### src/verilog/wcs_regs.svh
// register offsets, field positions, reset values and timing counts for wake/clock select
`ifndef WCS_REGS_SVH
`define WCS_REGS_SVH
`define WCS_OFF_CTRL 12'h000
`define WCS_OFF_MASK 12'h004
`define WCS_OFF_STAT 12'h008
`define WCS_OFF_IEN 12'h00C
`define WCS_OFF_INFO 12'h010
`define WCS_CTRL_MODE_LSB 0
`define WCS_CTRL_EXTCLK_BIT 2
`define WCS_CTRL_PLL_LSB 4
`define WCS_CTRL_RESET 32'h0000_0000
`define WCS_MASK_RESET 8'h00
`define WCS_BIT_TIMER 0
`define WCS_BIT_PINA 1
`define WCS_BIT_PINB 2
`define WCS_BIT_PCHG 7
`define WCS_STAT_WDT_BIT 8
`define WCS_RESP_OKAY 2'h0
`define WCS_RESP_SLVERR 2'h2
`define WCS_WDT_RST_NS 100
`define WCS_WDT_RST_CYC ((`WCS_WDT_RST_NS + 9) / 10)
`endif

### src/verilog/wcs_pkg.sv
// types shared by the wake and clock select block
`default_nettype none
package wcs_pkg;
    typedef enum logic [1:0] {
        WCS_NORMAL = 2'h0,
        WCS_GREEN = 2'h1,
        WCS_IDLE = 2'h3,
        WCS_SLEEP = 2'h2
    } wcs_mode_t;

    typedef enum logic [1:0] {
        WCS_OSC_RC = 2'h0,
        WCS_OSC_XTAL = 2'h1,
        WCS_OSC_PLL = 2'h2
    } wcs_osc_t;

    typedef enum logic [2:0] {
        WCS_MUL_130 = 3'h0,
        WCS_MUL_65 = 3'h1,
        WCS_MUL_65_2 = 3'h2,
        WCS_MUL_65_4 = 3'h3,
        WCS_MUL_244 = 3'h4
    } wcs_mul_t;

    typedef struct packed {
        logic [11:0] addr;
        logic valid;
    } wcs_ax_t;

    typedef struct packed {
        logic [31:0] data;
        logic [3:0] strb;
        logic valid;
    } wcs_w_t;

    typedef struct packed {
        logic tmr_ovf;
        logic pin_a;
        logic pin_b;
        logic cnt1;
        logic cnt2;
        logic hpw;
        logic lpw;
        logic port_chg;
        logic wdt;
    } wcs_evt_t;

    typedef struct packed {
        wcs_osc_t main_osc;
        logic sub_xtal;
        logic main_from_sub;
        wcs_mul_t mul;
        logic [7:0] mul_num;
        logic [2:0] mul_shift;
    } wcs_clk_t;
endpackage
`default_nettype wire

### src/verilog/wcs_wake_ctrl.sv
// wake, interrupt and watchdog-reset control with clock selection and axi4-lite registers
//
// The AXI4-Lite interface to the registers and the address map were chosen for this implementation.
`default_nettype none
`include "wcs_regs.svh"
module wcs_wake_ctrl (
    input wire logic i_core_clk,
    input wire logic i_rst_n,
    input wire logic [11:0] i_awaddr,
    input wire logic i_awvalid,
    output logic o_awready,
    input wire logic [31:0] i_wdata,
    input wire logic [3:0] i_wstrb,
    input wire logic i_wvalid,
    output logic o_wready,
    output logic [1:0] o_bresp,
    output logic o_bvalid,
    input wire logic i_bready,
    input wire logic [11:0] i_araddr,
    input wire logic i_arvalid,
    output logic o_arready,
    output logic [31:0] o_rdata,
    output logic [1:0] o_rresp,
    output logic o_rvalid,
    input wire logic i_rready,
    input wire wcs_pkg::wcs_evt_t i_evt,
    input wire logic i_main_osc_sel_hi,
    input wire logic i_main_osc_sel_lo,
    input wire logic i_sub_osc_sel,
    output wcs_pkg::wcs_mode_t o_mode,
    output logic o_wake,
    output logic [7:0] o_core_irq,
    output logic o_wdt_reset,
    output wcs_pkg::wcs_clk_t o_clk,
    output logic o_irq
);
    import wcs_pkg::*;

    typedef struct packed {
        wcs_ax_t aw;
        wcs_w_t w;
        logic bvalid;
        logic [1:0] bresp;
        logic rvalid;
        logic [1:0] rresp;
        logic [31:0] rdata;
        wcs_mode_t mode;
        logic ext_clk;
        logic [2:0] pll;
        logic [7:0] mask;
        logic [8:0] stat;
        logic [8:0] ien;
        logic wake;
        logic [7:0] core_irq;
        logic [3:0] wdt_cnt;
    } wcs_state_t;

    wcs_state_t st_r;
    wcs_state_t st_nxt;
    logic [7:0] src;
    logic [7:0] wake_en;
    logic [7:0] irq_en;
    logic [8:0] evt_set;
    logic [8:0] w1c;
    logic wdt_hit;
    logic dormant;
    logic [31:0] rd_word;
    logic rd_ok;

    assign src = {i_evt.port_chg, i_evt.lpw, i_evt.hpw, i_evt.cnt2, i_evt.cnt1,
        i_evt.pin_b, i_evt.pin_a, i_evt.tmr_ovf};
    assign dormant = (st_r.mode == WCS_SLEEP) || (st_r.mode == WCS_IDLE);
    assign wdt_hit = i_evt.wdt && (st_r.mode != WCS_SLEEP);

    // per-source wake and interrupt policy
    genvar g;
    generate
        for (g = 0; g < 8; g++) begin : g_src
            always_comb begin
                wake_en[g] = 1'b0;
                irq_en[g] = 1'b0;
                if (g == `WCS_BIT_PCHG) begin
                    wake_en[g] = src[g] && dormant;
                    irq_en[g] = src[g] && dormant && st_r.mask[g];
                end else if (g == `WCS_BIT_PINA || g == `WCS_BIT_PINB) begin
                    wake_en[g] = src[g] && st_r.mask[g] && dormant;
                    irq_en[g] = src[g] && st_r.mask[g];
                end else if (g == `WCS_BIT_TIMER) begin
                    wake_en[g] = src[g] && st_r.mask[g] && (st_r.mode == WCS_IDLE)
                        && st_r.ext_clk;
                    irq_en[g] = src[g] && st_r.mask[g] && (st_r.mode != WCS_SLEEP);
                end else begin
                    wake_en[g] = src[g] && st_r.mask[g] && (st_r.mode == WCS_IDLE);
                    irq_en[g] = src[g] && st_r.mask[g] && (st_r.mode != WCS_SLEEP);
                end
            end
        end
    endgenerate

    assign evt_set = {wdt_hit, irq_en | wake_en};

    always_comb begin
        rd_ok = 1'b1;
        rd_word = 32'h0000_0000;
        unique case (i_araddr)
            `WCS_OFF_CTRL: rd_word = {25'h0, st_r.pll, 1'b0, st_r.ext_clk, st_r.mode};
            `WCS_OFF_MASK: rd_word = {24'h0, st_r.mask};
            `WCS_OFF_STAT: rd_word = {23'h0, st_r.stat};
            `WCS_OFF_IEN: rd_word = {23'h0, st_r.ien};
            `WCS_OFF_INFO: rd_word = {18'h0, o_clk.mul_num, o_clk.mul, o_clk.sub_xtal,
                o_clk.main_osc};
            default: rd_ok = 1'b0;
        endcase
    end

    always_comb begin
        st_nxt = st_r;
        w1c = 9'h000;
        st_nxt.wake = 1'b0;
        st_nxt.core_irq = irq_en;
        if (!st_r.aw.valid && i_awvalid) begin
            st_nxt.aw = '{addr: i_awaddr, valid: 1'b1};
        end
        if (!st_r.w.valid && i_wvalid) begin
            st_nxt.w = '{data: i_wdata, strb: i_wstrb, valid: 1'b1};
        end
        if (st_r.aw.valid && st_r.w.valid && !st_r.bvalid) begin
            st_nxt.aw.valid = 1'b0;
            st_nxt.w.valid = 1'b0;
            st_nxt.bvalid = 1'b1;
            st_nxt.bresp = `WCS_RESP_OKAY;
            unique case (st_r.aw.addr)
                `WCS_OFF_CTRL: begin
                    if (st_r.w.strb[0]) begin
                        st_nxt.mode = wcs_mode_t'(st_r.w.data[1:0]);
                        st_nxt.ext_clk = st_r.w.data[`WCS_CTRL_EXTCLK_BIT];
                        st_nxt.pll = st_r.w.data[`WCS_CTRL_PLL_LSB +: 3];
                    end
                end
                `WCS_OFF_MASK: begin
                    if (st_r.w.strb[0]) begin
                        st_nxt.mask = st_r.w.data[7:0];
                    end
                end
                `WCS_OFF_STAT: begin
                    w1c = {st_r.w.strb[1] & st_r.w.data[8],
                        st_r.w.strb[0] ? st_r.w.data[7:0] : 8'h00};
                end
                `WCS_OFF_IEN: begin
                    if (st_r.w.strb[0]) begin
                        st_nxt.ien[7:0] = st_r.w.data[7:0];
                    end
                    if (st_r.w.strb[1]) begin
                        st_nxt.ien[8] = st_r.w.data[8];
                    end
                end
                `WCS_OFF_INFO: begin
                end
                default: st_nxt.bresp = `WCS_RESP_SLVERR;
            endcase
        end
        if (st_r.bvalid && i_bready) begin
            st_nxt.bvalid = 1'b0;
        end
        // set wins over a simultaneous write-one-to-clear
        st_nxt.stat = (st_r.stat & ~w1c) | evt_set;
        if (st_r.rvalid && i_rready) begin
            st_nxt.rvalid = 1'b0;
        end else if (!st_r.rvalid && i_arvalid) begin
            st_nxt.rvalid = 1'b1;
            st_nxt.rdata = rd_word;
            st_nxt.rresp = rd_ok ? `WCS_RESP_OKAY : `WCS_RESP_SLVERR;
        end
        // a wake returns the core to normal running
        if (|wake_en) begin
            st_nxt.wake = 1'b1;
            st_nxt.mode = WCS_NORMAL;
        end
        // watchdog reset pulse is stretched so the core sees it reliably
        if (wdt_hit) begin
            st_nxt.wdt_cnt = 4'(`WCS_WDT_RST_CYC);
            st_nxt.mode = WCS_NORMAL;
        end else if (st_r.wdt_cnt != 4'h0) begin
            st_nxt.wdt_cnt = st_r.wdt_cnt - 4'h1;
        end
    end

    always_ff @(posedge i_core_clk) begin
        if (!i_rst_n) begin
            st_r <= '0;
        end else begin
            st_r <= st_nxt;
        end
    end

    wcs_clk_sel u_clk_sel (
        .i_main_osc_sel_hi(i_main_osc_sel_hi),
        .i_main_osc_sel_lo(i_main_osc_sel_lo),
        .i_sub_osc_sel(i_sub_osc_sel),
        .i_pll_mult_sel(st_r.pll),
        .o_clk(o_clk)
    );

    assign o_awready = !st_r.aw.valid;
    assign o_wready = !st_r.w.valid;
    assign o_bvalid = st_r.bvalid;
    assign o_bresp = st_r.bresp;
    assign o_arready = !st_r.rvalid;
    assign o_rvalid = st_r.rvalid;
    assign o_rdata = st_r.rdata;
    assign o_rresp = st_r.rresp;
    assign o_mode = st_r.mode;
    assign o_wake = st_r.wake;
    assign o_core_irq = st_r.core_irq;
    assign o_wdt_reset = st_r.wdt_cnt != 4'h0;
    assign o_irq = |(st_r.stat & st_r.ien);

    a_sleep_no_timer: assert property (@(posedge i_core_clk) disable iff (!i_rst_n)
        (st_r.mode == WCS_SLEEP && i_evt.tmr_ovf && !i_evt.pin_a && !i_evt.pin_b
        && !i_evt.port_chg) |=> !o_wake) else $error("timer woke sleep");
    a_pin_wakes: assert property (@(posedge i_core_clk) disable iff (!i_rst_n)
        (dormant && i_evt.pin_a && st_r.mask[1]) |=> (o_wake && o_core_irq[1]))
        else $error("pin a did not wake");
    a_pin_run_irq: assert property (@(posedge i_core_clk) disable iff (!i_rst_n)
        (!dormant && i_evt.pin_b && st_r.mask[2]) |=> o_core_irq[2])
        else $error("pin b no irq");
    a_port_chg_wake: assert property (@(posedge i_core_clk) disable iff (!i_rst_n)
        (dormant && i_evt.port_chg) |=> (o_wake && (o_core_irq[7] == $past(st_r.mask[7]))))
        else $error("port change wake wrong");
    a_port_chg_run: assert property (@(posedge i_core_clk) disable iff (!i_rst_n)
        !dormant |=> !o_core_irq[7]) else $error("port change irq while running");
    a_idle_cnt_wake: assert property (@(posedge i_core_clk) disable iff (!i_rst_n)
        (st_r.mode == WCS_IDLE && i_evt.cnt1 && st_r.mask[3]) |=> o_wake)
        else $error("counter did not wake idle");
    a_wdt_sleep: assert property (@(posedge i_core_clk) disable iff (!i_rst_n)
        (st_r.mode == WCS_SLEEP && i_evt.wdt && st_r.wdt_cnt == 4'h0) |=> !o_wdt_reset)
        else $error("watchdog acted in sleep");
    // ten cycles of reset pulse, split so each repetition count stays small
    a_wdt_reset: assert property (@(posedge i_core_clk) disable iff (!i_rst_n)
        (st_r.mode != WCS_SLEEP && i_evt.wdt) |=> (o_wdt_reset[*8] ##1 o_wdt_reset[*2]))
        else $error("watchdog reset too short");
    a_pll_source: assert property (@(posedge i_core_clk) disable iff (!i_rst_n)
        o_clk.main_from_sub == (o_clk.main_osc == WCS_OSC_PLL))
        else $error("pll not from sub clock");
    a_pll_mul: assert property (@(posedge i_core_clk) disable iff (!i_rst_n)
        st_r.pll[2] |-> (o_clk.mul_num == 8'hF4)) else $error("x244 wrong");
endmodule
`default_nettype wire

### src/verilog/wcs_clk_sel.sv
// oscillator type decode and pll multiplier decode
`default_nettype none
`include "wcs_regs.svh"
module wcs_clk_sel (
    input wire logic i_main_osc_sel_hi,
    input wire logic i_main_osc_sel_lo,
    input wire logic i_sub_osc_sel,
    input wire logic [2:0] i_pll_mult_sel,
    output wcs_pkg::wcs_clk_t o_clk
);
    import wcs_pkg::*;
    always_comb begin
        o_clk = '0;
        if (i_main_osc_sel_hi) begin
            o_clk.main_osc = WCS_OSC_PLL;
        end else if (i_main_osc_sel_lo) begin
            o_clk.main_osc = WCS_OSC_XTAL;
        end else begin
            o_clk.main_osc = WCS_OSC_RC;
        end
        o_clk.sub_xtal = i_sub_osc_sel;
        o_clk.main_from_sub = i_main_osc_sel_hi;
        // multiplier expressed as num * fs >> shift
        if (i_pll_mult_sel[2]) begin
            o_clk.mul = WCS_MUL_244;
            o_clk.mul_num = 8'hF4;
            o_clk.mul_shift = 3'h0;
        end else begin
            unique case (i_pll_mult_sel[1:0])
                2'h0: begin
                    o_clk.mul = WCS_MUL_130;
                    o_clk.mul_num = 8'h82;
                    o_clk.mul_shift = 3'h0;
                end
                2'h1: begin
                    o_clk.mul = WCS_MUL_65;
                    o_clk.mul_num = 8'h41;
                    o_clk.mul_shift = 3'h0;
                end
                2'h2: begin
                    o_clk.mul = WCS_MUL_65_2;
                    o_clk.mul_num = 8'h41;
                    o_clk.mul_shift = 3'h1;
                end
                2'h3: begin
                    o_clk.mul = WCS_MUL_65_4;
                    o_clk.mul_num = 8'h41;
                    o_clk.mul_shift = 3'h2;
                end
            endcase
        end
    end
endmodule
`default_nettype wire

### config.mk
export PLATFORM = sky130hd
export DESIGN_NAME = wcs_wake_ctrl
export DESIGN_NICKNAME = d
export VERILOG_FILES = /design/src/verilog/wcs_pkg.sv /design/src/verilog/wcs_wake_ctrl.sv /design/src/verilog/wcs_clk_sel.sv
export VERILOG_INCLUDE_DIRS = /design/src /design/src/verilog
export SDC_FILE = /design/constraint.sdc
export NUM_CORES = 1
export LEC_CHECK = 0
export ABC_AREA = 1
export BUFFER_PORTS_ARGS = -buffer_cell sky130_fd_sc_hd__buf_4
export CORE_ASPECT_RATIO = 0.75
export CORE_UTILIZATION = 56
export CTS_BUF_LIST = sky130_fd_sc_hd__clkbuf_2
export DETAILED_ROUTE_END_ITERATION = 8
export GPL_TIMING_DRIVEN = 0
export PLACE_DENSITY = 0.89
export SETUP_SLACK_MARGIN = 0.4
export SYNTH_ARGS = -nofsm -noshare
export SYNTH_HDL_FRONTEND = slang
export SYNTH_SLANG_ARGS = --single-unit
### constraint.sdc
create_clock -name i_core_clk -period 3.9 [get_ports i_core_clk]
set_input_delay 0.39 -clock i_core_clk [delete_from_list [all_inputs] [get_ports i_core_clk]]
set_output_delay 0.39 -clock i_core_clk [all_outputs]
set_load 0.03 [all_outputs]
# After elaboration in Yosys (flattened, before gate mapping)
# Cells that the tools add are included.
# word_totals
mem_count,0
mem_bits_rw,0
elab_cells,112
inputBits,79
ff_bits,108
romBits,0
out_inout_bits,72
latch_bits,0
# classes
bitwise,8
reduce_logical,54
n_shift,0
mux,14
order_cmp,0
n_addsub,1
n_div,0
mul,0
eq_ne,14
# op_table
operator,n
14-bit one-hot mux with 5 select lines,1
14-bit one-hot mux with 4 select lines,1
"12-bit by 4-bit equality test with 1-bit output, second input constant",4
1-bit logical AND,30
"12-bit by 3-bit equality test with 1-bit output, second input constant",2
"12-bit by 5-bit equality test with 1-bit output, second input constant",2
12-bit logical NOT,2
9-bit AND,2
9-bit two-way mux,2
14-bit two-way mux,1
3-bit AND reduction,4
10-bit OR reduction,1
5-bit OR reduction,2
9-bit inverter,1
9-bit bitwise OR,1
9-bit OR reduction,1
"2-bit equality test, second input constant",4
4-bit two-way mux,2
8-bit two-way mux,1
8-bit bitwise OR,1
2-bit OR reduction,4
8-bit OR reduction,1
2-bit two-way mux,3
1-bit logical NOT,4
other kinds (11),14

# Depth between registers and ports, before layout
# logic_depth
word_depth,6
depth_mapped,10
ltp_nobuf,10

# Modules after synthesis
# From an unflattened synthesis, not the netlist that was laid out.
# hier_totals
cells_unflattened,604
area_unflattened_um2,4305.4
# modules_own_cells
module,instances,cells_per_inst,area_per_inst_um2,seq_area_each_um2
wcs_wake_ctrl,1,578,4171.5,1761.7
wcs_clk_sel,1,26,133.9,0.0

# Least setup slack after synthesis
# Ideal clock, no wire load.
# synth_path
path_type,flip-flop to output port
start,register st_r[41] (netlist bit)
end,output o_clk[3] (netlist bit)
stages_incl_launch_ff,4
arrival_time_ns,1.535
path_buffers,0
required_time_ns,3.510
slack_ns,1.975
path_cell_list,dfxtp_1 -> nor2_1 -> nor2_1 -> inv_1
# synth_lines
element,line,text
"start, declared",wcs_wake_ctrl.sv:58,wcs_state_t st_r;
"start signal, assigned",wcs_wake_ctrl.sv:192,st_r <= st_nxt;
"end, declared",wcs_wake_ctrl.sv:34,"output wcs_pkg::wcs_clk_t o_clk,"

==> impl_metrics.ini <==
[run_status]
outcome = finished, final reports clean

[floorplanning]
initial_core_util_pct = 57.76
io_pins = 151
die-area_mm2 = 0.007916
coreArea_mm2 = 0.007331
die_h_um = 77.31
rows = 27
die_x_um = 102.4

[sta]
relSlewSlack_pct = 54.90
fin_ws_ns = 1.730
finClkSkew_ns = 0.03130
setup_violations = 0
worstMarginPinSlew_ns = 0.6764
hold_violations = 0
rsz0062_at_grt = false
fmax_ghz = 0.4609
fin_crit_sh_pct = 55.63
period_needed_ns = 2.170
tns_ns = 0
report.final.slew_viol_count = 0

[final_layout]
drive_above_1_share_pct = 27.07
regArea_mm2 = 0.001722
multi_input_area_mm2 = 0.001832
n_antenna_cell = 0
fin_util_pct = 72.79
area_growth_syn_to_layout_pct = 26.03
fill_cells = 632
nets = 809

[global_route]
grt_first_pass_wirelength_um = 19260
antenna_found_initial = 0
grt_max_degree = 16
gr-total-overflow = 0
grt_use_total_pct = 32.56
grt_pass1_vias = 3861

[worst_setup_path]
cp_top_family = flip-flops
crit_path_frequent_cell = nor2_1
worst-path-buf-inv = 2
cp_max_fo = 11
cp_cell_sequence = nor2_1 -> nor2_1 -> inv_1 -> buf_4
required_ns = 3.51
cp.arrival_ns = 1.78
worstSetupEndpointType = output port
critical_path.startpoint_type = flop
crit_slowest_cell = dfxtp_1
crit_type = flop to output port
cpPeakStageDelay_ns = 0.62

[placement]
dp_hpwl_um = 9781
dp_slack_ns = 1.975
gp_congestion = 0.9725
place.port_buffers = 102

[routing]
ant_nets = 0
dr_total_vias = 4390
drc = 0
wl_per_cell_um = 14.87
via_per_inst = 5.251
first_iter_violations = 381
dr.pass1.iters = 5
wl_um = 12430

[clocking]
clockBufferDepth = 2
htreeDepth = 3
cts_tree = yes
clock_sinks = 86
post_cts_buffers = 0
clkTransAtPathRegs_ns = 0.26
cts_root_buf = clkbuf_2
insertion_delay_ns = 0.55
cts_buffers = 9

[synth]
synth-edff-count = 0
syn_area_mm2 = 0.004234
synth.area.top_cells = dfxtp_1 (41%), buf_4 (10%), nand2_1 (7.9%)
synth_top_cell_by_area = dfxtp_1
synth_cell_types = 34
ys_seq_area_share_pct = 40.66
yosys_warnings = 0
yosys.area.top_type_share_pct = 40.66
synth-seq-cells = 86
async_reset_ff_share_pct = 0
syn_inst = 594
synth_common_cells = nand2_1 (89), dfxtp_1 (86), nor2_1 (80), inv_1 (69), buf_4 (57)
avgSynthCellArea_um2 = 7.128
post-synth-top-count-cell = nand2_1
synth_flop_cell = dfxtp_1

[pwr]
powerDensity_mw_per_mm2 = 320.9
power_mw = 1.712
p_leak_nw = 2.512
ir_drop_mv = 0.2502

[worst_hold_path]
hp-class = input pin to flop

[run]
maxCapViolCount = 0
[worst min-delay path: stages]
cell and delay (ns):
buf_4 0.08, nor2_1 0.03, nor2_1 0.08
[timing repair]
item | in CTS | in global routing
hold buffers | 0 | 1
endpoints found under the hold margin | 0 | 1
gates resized for setup | 0 | 0
[cells in the final DEF (no fill, tap or decap), types with 2 or more instances in the layout]
master	n
nand4_1	12
conb_1	23
clkbuf_2	10
nor2_2	4
nor3_1	10
dfxtp_1	86
o21ai_0	56
clkbuf_1	12
buf_4	159
a21oi_1	47
nand3_1	31
clkinv_1	2
a221oi_1	2
inv_1	69
nor2_1	80
nor2_4	2
nor3_2	4
clkinvlp_4	2
inv_2	2
a211oi_1	3
nand2_2	2
inv_6	2
nand2_1	89
a31o_2	3
o22ai_1	8
[state kept, by name, summed over array words and instances, names as in the netlist, 2 cells and up]
name,count
o_core_irq,8
o_mode,2
o_rdata,12
st_r,59
[logic make-up after synthesis]
logic type / share of synthesized area (%)
flip-flops: 40.66
buffers and inverters: 18.03
AND/OR/NAND/NOR: 25.80
other: 0.08857
AO/OA/AOI/OAI: 15.43
[stage by stage]
| step | area [µm²] | std cells | hold WS [ns] |
|---|---|---|---|
| finish | 5336 | 836 | 0.03682 |
| global route | 5336 | 836 | -0.0001162 |
| CTS | 5326 | 835 | 0.01920 |
| detailed placement | 5209 | 819 | 0.4489 |
| global placement | 5209 | 819 | 0.4393 |
| floorplan | 4317 | 616 | 0.4248 |
[report_power, final]
part	switching, mW	internal [mW]
Combinational	0.181	0.112
Clock	0.326	0.154
Sequential	0.0272	0.912
[final timing paths]
kind         depth (start not counted)                   start  slack [ns]                      to
max reg2reg                          5  st_r[122]$_SDFFE_PN0P_        2.04     st_r[30]$_SDFF_PN0_
max                                  4   st_r[41]$_SDFFE_PN0P_        1.73                o_clk[3]
min                                  3             i_awaddr[5]        0.04  st_r[126]$_SDFFE_PN0P_
min reg2reg                          1    st_r[0]$_SDFFE_PP0P_        0.47    st_r[0]$_SDFFE_PP0P_
[cell type report]
| cell class | instances | share of cell area [%] |
|---|---|---|
| sequential | 86 | 32.26 |
| inverter | 73 | 5.135 |
| tap | 101 | 2.368 |
| buffer | 71 | 9.168 |
| clock buffer | 10 | 0.9379 |
| multi-input combinational | 386 | 34.33 |
| clock inverter | 6 | 1.266 |
| timing repair buffer | 103 | 14.54 |
[metal layers]
layer | vias up | track usage (%) | part of all wire [%]
met5 | - | 0 | 0
met4 | 0 | 7.857 | 1.1
met3 | 19 | 6.837 | 11
met2 | 241 | 48.86 | 44
met1 | 2009 | 47.27 | 44
li1 | 2121 | - | -
Power figures use the tool's default switching activity.
